--- config.mk ---
export PLATFORM = sky130hd
export DESIGN_NAME = perf_event_select_decoder
export DESIGN_NICKNAME = d
export VERILOG_FILES = /design/src/common/perf_event_pkg.sv /design/src/perf_event_select_decoder.sv
export SDC_FILE = /design/constraint.sdc
export NUM_CORES = 1
export LEC_CHECK = 0
export ABC_AREA = 1
export BUFFER_PORTS_ARGS = -buffer_cell sky130_fd_sc_hd__buf_4
export CORE_UTILIZATION = 61
export DETAILED_ROUTE_END_ITERATION = 12
export PLACE_DENSITY = 0.83
export SETUP_SLACK_MARGIN = 0.02
export SLEW_MARGIN = 20
export SYNTH_ARGS = -nofsm -noshare
export SYNTH_HDL_FRONTEND = slang
export SYNTH_SLANG_ARGS = --single-unit
--- constraint.sdc ---
create_clock -name clock -period 3.7 [get_ports clock]
set_input_delay 0.37 -clock clock [delete_from_list [all_inputs] [get_ports clock]]
set_output_delay 0.37 -clock clock [all_outputs]
set_load 0.005 [all_outputs]
--- src/common/perf_event_pkg.sv ---
// constants, register map and event strobe bundle for the event select decoder
// assumes the pipeline strobes arrive on the core clock, one bit per cycle each
package perf_event_pkg;
  localparam int ADDR_W = 8;
  localparam int DATA_W = 32;
  localparam int NUM_CH = 2;

  localparam logic [7:0] OFS_SEL_ZERO = 8'h00;
  localparam logic [7:0] OFS_SEL_ONE = 8'h04;
  localparam logic [7:0] OFS_CNT_ZERO = 8'h08;
  localparam logic [7:0] OFS_CNT_ONE = 8'h0C;

  localparam int SEL_CODE_LSB = 0;
  localparam int SEL_MASK_LSB = 8;
  localparam int SEL_EN_BIT = 22;
  localparam logic [31:0] SEL_RESET = 32'h0000_0000;
  localparam logic [31:0] CNT_RESET = 32'h0000_0000;
  localparam logic [31:0] CNT_STEP = 32'h0000_0001;

  localparam logic [7:0] EV_RES_STALL = 8'hA2;
  localparam logic [7:0] EV_PARTIAL = 8'hD2;
  localparam logic [7:0] EV_SEG_LOAD = 8'h06;
  localparam logic [7:0] EV_UNHALTED = 8'h79;
  localparam logic [7:0] EV_SIMD_EXEC = 8'hB0;
  localparam logic [7:0] EV_SIMD_SAT = 8'hB1;
  localparam logic [7:0] EV_SIMD_UOP = 8'hB2;
  localparam logic [7:0] EV_SIMD_CLASS = 8'hB3;
  localparam logic [7:0] EV_FP_SWITCH = 8'hCC;
  localparam logic [7:0] EV_ASSIST = 8'hCD;
  localparam logic [7:0] EV_SIMD_RET = 8'hCE;
  localparam logic [7:0] EV_SEG_STALL = 8'hD4;
  localparam logic [7:0] EV_SEG_REN = 8'hD5;
  localparam logic [7:0] EV_SEG_RET = 8'hD6;
  localparam logic [7:0] EV_L2_QUAL = 8'h2E;
  localparam logic [7:0] EV_BUS_QUAL = 8'h60;

  localparam logic [7:0] MASK_NONE = 8'h00;
  localparam logic [7:0] MASK_REVERSE = 8'h01;
  localparam logic [7:0] MASK_UOP_ALL = 8'h0F;
  localparam int BUS_ANY_BIT = 5;

  localparam logic [1:0] RESP_OKAY = 2'b00;
  localparam logic [1:0] RESP_SLVERR = 2'b10;

  typedef struct packed {
    logic stall_rename_buf;
    logic stall_mem_buf;
    logic stall_mispredict;
    logic stall_sync_drain;
    logic stall_bus_queue;
    logic stall_cache_miss;
    logic partial_alias_stall;
    logic seg_load;
    logic not_halted;
    logic simd_exec;
    logic simd_store_move;
    logic simd_saturate;
    logic simd_uop;
    logic [5:0] simd_class;
    logic simd_to_fp;
    logic fp_to_simd;
    logic simd_state_empty_op;
    logic simd_retire;
    logic [3:0] seg_rename_stall;
    logic [3:0] seg_rename;
    logic seg_rename_retire;
    logic l2_event;
    logic [1:0] l2_state;
    logic bus_event;
    logic bus_self;
  } events_t;
endpackage

--- src/perf_event_select_decoder.sv ---
// event select decoder with two counters behind an AXI4-Lite slave
// assumes event strobes come from same-clock pipeline logic, so no synchroniser
//
// Local design decisions: the placing of the registers and the AXI4-Lite slave port.
`timescale 1ns/10ps
`default_nettype none

// Function
// - code D2H, mask 00H counts partial alias stalls including flag stalls.
// - code 06H counts each segment register load.
// - code 79H counts every cycle the core is not halted.
// - code B0H counts executed packed SIMD ops, minus register-to-memory move stores.
// - code B1H counts executed saturating packed SIMD instructions.
// - code B3H mask bits pick multiply, shift, pack, unpack, logical, arithmetic.
// - code CCH mask 00H counts SIMD-to-FP switches, 01H the reverse.
// - code CDH counts each execution of the SIMD state empty instruction.
// - code CEH counts each retired packed SIMD instruction.
// - code D4H counts segment rename stalls, mask selecting segment registers.
// - code D5H counts segment renames, mask bits per segment, 0FH all.
// - code D6H, mask 00H counts retired segment rename events.
// - L2 events: mask bits 3..0 enable modified, exclusive, shared, invalid.
// - L2 events with mask zero count nothing; software sets all four bits.
// - bus events: mask bit 5 clear counts own transactions, set counts any.
// - resource stalls exclude bus queue and miss stalls, include recovery, drain.
// - code A2H, mask 00H adds one per cycle with a resource stall present.
module perf_event_select_decoder (
  input wire logic clock,
  input wire logic rst_n,
  input wire logic clk_en,
  input wire perf_event_pkg::events_t events,
  input wire logic [7:0] s_axi_awaddr,
  input wire logic s_axi_awvalid,
  output logic s_axi_awready,
  input wire logic [31:0] s_axi_wdata,
  input wire logic [3:0] s_axi_wstrb,
  input wire logic s_axi_wvalid,
  output logic s_axi_wready,
  output logic [1:0] s_axi_bresp,
  output logic s_axi_bvalid,
  input wire logic s_axi_bready,
  input wire logic [7:0] s_axi_araddr,
  input wire logic s_axi_arvalid,
  output logic s_axi_arready,
  output logic [31:0] s_axi_rdata,
  output logic [1:0] s_axi_rresp,
  output logic s_axi_rvalid,
  input wire logic s_axi_rready
);

  logic [31:0] sel [perf_event_pkg::NUM_CH];
  logic [31:0] count [perf_event_pkg::NUM_CH];
  logic [31:0] next_sel [perf_event_pkg::NUM_CH];
  logic [31:0] next_count [perf_event_pkg::NUM_CH];
  logic [perf_event_pkg::NUM_CH-1:0] hit;

  logic aw_full;
  logic w_full;
  logic [7:0] aw_addr;
  logic [31:0] w_data;
  logic [3:0] w_strb;
  logic next_aw_full;
  logic next_w_full;
  logic [7:0] next_aw_addr;
  logic [31:0] next_w_data;
  logic [3:0] next_w_strb;
  logic next_awready;
  logic next_wready;
  logic next_bvalid;
  logic [1:0] next_bresp;
  logic next_arready;
  logic next_rvalid;
  logic [31:0] next_rdata;
  logic [1:0] next_rresp;

  // byte lanes let software preset one part of a counter and keep the rest
  function automatic logic [31:0] merge_bytes(input logic [31:0] old,
                                              input logic [31:0] data,
                                              input logic [3:0] strb);
    logic [31:0] res;
    res = old;
    for (int b = 0; b < 4; b++) begin
      if (strb[b]) begin
        res[b*8 +: 8] = data[b*8 +: 8];
      end
    end
    return res;
  endfunction

  function automatic logic decode(input logic [31:0] cfg,
                                  input perf_event_pkg::events_t ev);
    logic [7:0] code;
    logic [7:0] mask;
    logic stall;
    logic result;
    code = cfg[perf_event_pkg::SEL_CODE_LSB +: 8];
    mask = cfg[perf_event_pkg::SEL_MASK_LSB +: 8];
    // queue-full and miss stalls are deliberately left out of the sum
    stall = ev.stall_rename_buf | ev.stall_mem_buf | ev.stall_mispredict
          | ev.stall_sync_drain;
    result = 1'b0;
    case (code)
      perf_event_pkg::EV_RES_STALL: begin
        result = (mask == perf_event_pkg::MASK_NONE) & stall;
      end
      perf_event_pkg::EV_PARTIAL: begin
        result = (mask == perf_event_pkg::MASK_NONE) & ev.partial_alias_stall;
      end
      perf_event_pkg::EV_SEG_LOAD: begin
        result = ev.seg_load;
      end
      perf_event_pkg::EV_UNHALTED: begin
        result = ev.not_halted;
      end
      perf_event_pkg::EV_SIMD_EXEC: begin
        result = ev.simd_exec & ~ev.simd_store_move;
      end
      perf_event_pkg::EV_SIMD_SAT: begin
        result = ev.simd_saturate;
      end
      perf_event_pkg::EV_SIMD_UOP: begin
        result = (mask == perf_event_pkg::MASK_UOP_ALL) & ev.simd_uop;
      end
      perf_event_pkg::EV_SIMD_CLASS: begin
        // several mask bits may be set; a class hit in any of them counts once
        result = |(mask[5:0] & ev.simd_class);
      end
      perf_event_pkg::EV_FP_SWITCH: begin
        if (mask == perf_event_pkg::MASK_NONE) begin
          result = ev.simd_to_fp;
        end else if (mask == perf_event_pkg::MASK_REVERSE) begin
          result = ev.fp_to_simd;
        end
      end
      perf_event_pkg::EV_ASSIST: begin
        result = ev.simd_state_empty_op;
      end
      perf_event_pkg::EV_SIMD_RET: begin
        result = ev.simd_retire;
      end
      perf_event_pkg::EV_SEG_STALL: begin
        result = |(mask[3:0] & ev.seg_rename_stall);
      end
      perf_event_pkg::EV_SEG_REN: begin
        result = |(mask[3:0] & ev.seg_rename);
      end
      perf_event_pkg::EV_SEG_RET: begin
        result = (mask == perf_event_pkg::MASK_NONE) & ev.seg_rename_retire;
      end
      perf_event_pkg::EV_L2_QUAL: begin
        // a zero mask enables no state and so never counts
        result = ev.l2_event & mask[ev.l2_state];
      end
      perf_event_pkg::EV_BUS_QUAL: begin
        result = ev.bus_event & (mask[perf_event_pkg::BUS_ANY_BIT] | ev.bus_self);
      end
      default: begin
        result = 1'b0;
      end
    endcase
    return result;
  endfunction

  // the select as it stood before this edge qualifies the count, so a freshly
  // written code starts counting one cycle after the write lands
  for (genvar i = 0; i < perf_event_pkg::NUM_CH; i++) begin : g_ch
    assign hit[i] = sel[i][perf_event_pkg::SEL_EN_BIT] & decode(sel[i], events);
  end

  always_comb begin
    logic do_write;
    logic [31:0] merged;
    do_write = 1'b0;
    merged = 32'h0000_0000;
    next_aw_full = aw_full;
    next_w_full = w_full;
    next_aw_addr = aw_addr;
    next_w_data = w_data;
    next_w_strb = w_strb;
    next_bvalid = s_axi_bvalid;
    next_bresp = s_axi_bresp;
    next_rvalid = s_axi_rvalid;
    next_rdata = s_axi_rdata;
    next_rresp = s_axi_rresp;
    for (int i = 0; i < perf_event_pkg::NUM_CH; i++) begin
      next_sel[i] = sel[i];
      next_count[i] = hit[i] ? count[i] + perf_event_pkg::CNT_STEP : count[i];
    end

    if (s_axi_awvalid && s_axi_awready) begin
      next_aw_full = 1'b1;
      next_aw_addr = s_axi_awaddr;
    end
    if (s_axi_wvalid && s_axi_wready) begin
      next_w_full = 1'b1;
      next_w_data = s_axi_wdata;
      next_w_strb = s_axi_wstrb;
    end
    if (s_axi_bvalid && s_axi_bready) begin
      next_bvalid = 1'b0;
    end

    // a write is performed only once the previous response has been taken
    if (aw_full && w_full && !s_axi_bvalid) begin
      do_write = 1'b1;
      next_aw_full = 1'b0;
      next_w_full = 1'b0;
      next_bvalid = 1'b1;
      next_bresp = perf_event_pkg::RESP_OKAY;
    end
    if (do_write) begin
      // a software write to a counter wins over a same-cycle increment
      unique case (aw_addr)
        perf_event_pkg::OFS_SEL_ZERO: begin
          next_sel[0] = merge_bytes(sel[0], w_data, w_strb);
        end
        perf_event_pkg::OFS_SEL_ONE: begin
          next_sel[1] = merge_bytes(sel[1], w_data, w_strb);
        end
        perf_event_pkg::OFS_CNT_ZERO: begin
          merged = merge_bytes(count[0], w_data, w_strb);
          next_count[0] = merged;
        end
        perf_event_pkg::OFS_CNT_ONE: begin
          merged = merge_bytes(count[1], w_data, w_strb);
          next_count[1] = merged;
        end
        default: begin
          next_bresp = perf_event_pkg::RESP_SLVERR;
        end
      endcase
    end

    if (s_axi_rvalid && s_axi_rready) begin
      next_rvalid = 1'b0;
    end
    // the read is a snapshot at the handshake edge; later increments show only
    // on the next read
    if (s_axi_arvalid && s_axi_arready) begin
      next_rvalid = 1'b1;
      next_rresp = perf_event_pkg::RESP_OKAY;
      unique case (s_axi_araddr)
        perf_event_pkg::OFS_SEL_ZERO: next_rdata = sel[0];
        perf_event_pkg::OFS_SEL_ONE: next_rdata = sel[1];
        perf_event_pkg::OFS_CNT_ZERO: next_rdata = count[0];
        perf_event_pkg::OFS_CNT_ONE: next_rdata = count[1];
        default: begin
          next_rdata = 32'h0000_0000;
          next_rresp = perf_event_pkg::RESP_SLVERR;
        end
      endcase
    end

    // ready is the inverse of the held slot, so at most one read is in flight; a second
    // write can be taken and held while the previous write response is still unanswered
    next_awready = !next_aw_full;
    next_wready = !next_w_full;
    next_arready = !next_rvalid;
  end

  always_ff @(posedge clock) begin
    // reset does not wait for the clock enable, so a frozen block can be cleared
    if (!rst_n) begin
      for (int i = 0; i < perf_event_pkg::NUM_CH; i++) begin
        sel[i] <= perf_event_pkg::SEL_RESET;
        count[i] <= perf_event_pkg::CNT_RESET;
      end
      aw_full <= 1'b0;
      w_full <= 1'b0;
      aw_addr <= 8'h00;
      w_data <= 32'h0000_0000;
      w_strb <= 4'h0;
      s_axi_awready <= 1'b0;
      s_axi_wready <= 1'b0;
      s_axi_bvalid <= 1'b0;
      s_axi_bresp <= 2'h0;
      s_axi_arready <= 1'b0;
      s_axi_rvalid <= 1'b0;
      s_axi_rdata <= 32'h0000_0000;
      s_axi_rresp <= 2'h0;
    end else if (clk_en) begin
      for (int i = 0; i < perf_event_pkg::NUM_CH; i++) begin
        sel[i] <= next_sel[i];
        count[i] <= next_count[i];
      end
      aw_full <= next_aw_full;
      w_full <= next_w_full;
      aw_addr <= next_aw_addr;
      w_data <= next_w_data;
      w_strb <= next_w_strb;
      s_axi_awready <= next_awready;
      s_axi_wready <= next_wready;
      s_axi_bvalid <= next_bvalid;
      s_axi_bresp <= next_bresp;
      s_axi_arready <= next_arready;
      s_axi_rvalid <= next_rvalid;
      s_axi_rdata <= next_rdata;
      s_axi_rresp <= next_rresp;
    end
  end

endmodule

`default_nettype wire

==> impl_metrics.tcl <==
set metrics [dict create \
    status "completed" \
    setup_tns_ns 0 \
    worstSetupStartpointType "register" \
    p_sw_mw 1.433 \
    slew_headroom 0.2485 \
    grt_pass1_wl_mm 58.46 \
    cts.clk_slew.worst_paths_ns 0.06 \
    fmax_mhz 340.4 \
    final-hold-violation-count 0 \
    r2r-end "count[0][54]" \
    start_util 0.6285 \
    post-cts-setup-buffer-count 0 \
    slew_viol_final 0 \
    cts_resized 0 \
    finalCritPeriodShare 0.7940 \
    synth_nets 1849 \
    ys_ff_latch 214 \
    drive_gt1_frac 0.1188 \
    final-seq-area_um2 5565 \
    synthFlopType "edfxtp_1" \
    cts_tree "built" \
    diodes 0 \
    finish.instance_area_um2 14340 \
    cp-startpoint "aw_addr[1]" \
    vias 12630 \
    ioPinCount 138 \
    root_buffer "clkbuf_16" \
    multi_input_area_um2 5502 \
    avgSynthCellArea_um2 7.082 \
    cts_max_path_buffers 3 \
    power_density_nw_per_um2 395.5 \
    h-tree-depth 1 \
    setup-violations-final 0 \
    syn_area_um2 12390 \
    hp-class "in2reg" \
    via_per_inst 5.919 \
    antenna_found_initial 1 \
    port_buffers 134 \
    die_w_um 144.5 \
    rsz0062_at_grt "false" \
    clock_latency_ns 0.53 \
    wl_mm 38.39 \
    cp.arrival_ns 3.18 \
    async_flop_share 0 \
    p_leak_nw 6.197 \
    clockPowerShare 0.420 \
    setup.worst_path.class "reg2reg" \
    yosysSeqAreaShare 0.4491 \
    gr-total-overflow 0 \
    fin_nets 1950 \
    placed_cell_area_um2 13540 \
    fin_skew_ns 0.03204 \
    core_area_um2 19720 \
    seqPwrFrac 0.483 \
    drt-initial-drc-count 1481 \
    worstHoldPathCells 3 \
    maxCapViolCount 0 \
    grt_max_degree 74 \
    ant_nets 0 \
    area_growth_pct 15.68 \
    track_usage 0.3687 \
    routedWlPerCell_um 17.99 \
    endpoint_kind "register" \
    yosysUniqueCellTypes 37 \
    gp_congestion 0.9355 \
    fillers 1635 \
    ys_warn_count 0 \
    row_count 51 \
    holdPathEnd "s_axi_arready" \
    syn-instance-count 1750 \
    cts_hold_buf 0 \
    drcViolationCount 0 \
    peakVddDrop_v 0.0003658 \
    hpwlAfterDp_mm 28.10 \
    min_period_ns 2.938 \
    reg2reg_depth 6 \
    tightestPinTransition_ns 1.126 \
    cts.sinks 214 \
    synth-edff-count 128 \
    rrSetupSlack_ns 0.76 \
    power.internal_mw 4.236 \
    grt_pass1_vias 11230 \
    swShare 0.2528 \
    r2r_start "aw_addr[1]" \
    first_pass_iters 6 \
    cts_buffers 24 \
    chipHeight_um 144.5 \
    crit_required_ns 3.94 \
    hold_path_startpoint "s_axi_rready" \
    crit_fanout 54 \
    comb_power_share 0.097 \
    die_area_um2 20890 \
]
cells by family after synthesis:
logic type,synth area share
adder cells (fa/ha/maj),0.002019
AO/OA/AOI/OAI,0.1504
buffers and inverters,0.1083
other,0.0003026
XOR/XNOR,0.001414
AND/OR/NAND/NOR,0.2884
flip-flops,0.4491
worst max-delay path by stage:
stage / end / slack [ns] / depth (start not counted)
CTS: count[0][54] / 0.97 / 6
global route: count[0][54] / 0.72 / 6
floorplan: count[0][26] / 1.80 / 14
detailed placement: count[0][39] / 1.04 / 12
global placement: count[0][35] / 1.07 / 12
finish: count[0][54] / 0.76 / 6
cells in the mapped netlist (all sizes together) (2+ instances only):
| cell | count | area share |
|---|---|---|
| nor2 | 255 | 0.079 |
| clkinv | 3 | 0.00091 |
| o22ai | 41 | 0.021 |
| nand3 | 169 | 0.069 |
| clkbuf | 55 | 0.017 |
| o31ai | 3 | 0.0018 |
| o21ai | 161 | 0.065 |
| edfxtp | 128 | 0.31 |
| a21oi | 145 | 0.060 |
| nor4 | 12 | 0.0073 |
| inv | 257 | 0.078 |
| nor3 | 32 | 0.015 |
| nand4 | 23 | 0.012 |
| buf | 23 | 0.013 |
| ha | 2 | 0.0020 |
| nand2 | 346 | 0.11 |
| xor2 | 2 | 0.0014 |
| o221ai | 2 | 0.0014 |
| dfxtp | 86 | 0.14 |
power groups by stage:
stage | Sequential (mW) | Combinational (mW) | Clock (mW)
finish | 2.74 | 0.548 | 2.38
global route | 2.75 | 0.601 | 2.47
CTS | 2.73 | 0.534 | 2.39
detailed placement | 2.78 | 0.529 | 0
global placement | 2.78 | 0.518 | 0
floorplan | 2.75 | 0.323 | 0
cell usage in the layout (no fill, tap or decap), types with 3 or more instances in the layout:
cell type / netlist / final
a21oi_2: 6 / 6
a21oi_1: 139 / 139
nor2_1: 247 / 247
nand2_1: 344 / 344
inv_2: 8 / 8
o21ai_0: 160 / 160
edfxtp_1: 128 / 128
inv_1: 249 / 249
nor3_2: 2 / 3
clkinv_1: 3 / 5
clkinv_2: 0 / 3
clkbuf_8: 0 / 3
nor2_2: 7 / 7
nor3_1: 29 / 28
clkbuf_1: 55 / 5
nand4_1: 23 / 23
nand3_1: 168 / 167
o31ai_1: 3 / 3
o22ai_1: 41 / 41
nor4_1: 11 / 10
clkbuf_16: 0 / 26
dfxtp_1: 86 / 86
buf_4: 4 / 152
per-stage QoR:
| stage | utilization | total power [mW] | hold slack, ns | std cells | setup slack [ns] |
|---|---|---|---|---|---|
| global route | 0.7271 | 5.824 | 0.1209 | 2134 | 0.7236 |
| global placement | 0.6865 | 3.297 | 0.4186 | 2090 | 1.075 |
| finish | 0.7271 | 5.670 | 0.1102 | 2134 | 0.7623 |
| floorplan | - | 3.073 | 0.4250 | 1750 | 1.796 |
| detailed placement | 0.6865 | 3.313 | 0.4231 | 2090 | 1.040 |
| CTS | 0.7271 | 5.662 | 0.1053 | 2134 | 0.9730 |
per-layer routing:
metal,GRT usage,share of wire,vias to the layer above,wire length [um]
met5,0,0.00034,-,13
met4,0.1086,0.028,2,1068
met2,0.5410,0.42,807,15970
met3,0.07616,0.13,90,5008
li1,-,-,5979,-
met1,0.5448,0.43,5754,16330
area by class of cell:
class                   instances  share of cell area
flip-flops and latches        214              0.3882
multi-input cells            1198              0.3838
repair buffers                153             0.08099
inverters                     260             0.06807
clock buffers                  34             0.04957
well taps                     265             0.02313
clock inverters                10            0.006284
state kept, by name, indices dropped and copies added, names as in the netlist, 4 cells and up, named ones only:
| signal | flops |
|---|---|
| s_axi_rdata | 32 |
| count | 64 |
| w_strb | 4 |
| aw_addr | 8 |
| sel | 64 |
| w_data | 32 |
critical path: stages (launching register included):
cell     delay [ns]
dfxtp_1        0.33
nor4_1         0.42
nand3_1        0.34
nor3_2         0.24
nand2_2        0.61
o21ai_0        0.58
nor2_1         0.11
Power figures use the tool's default switching activity.
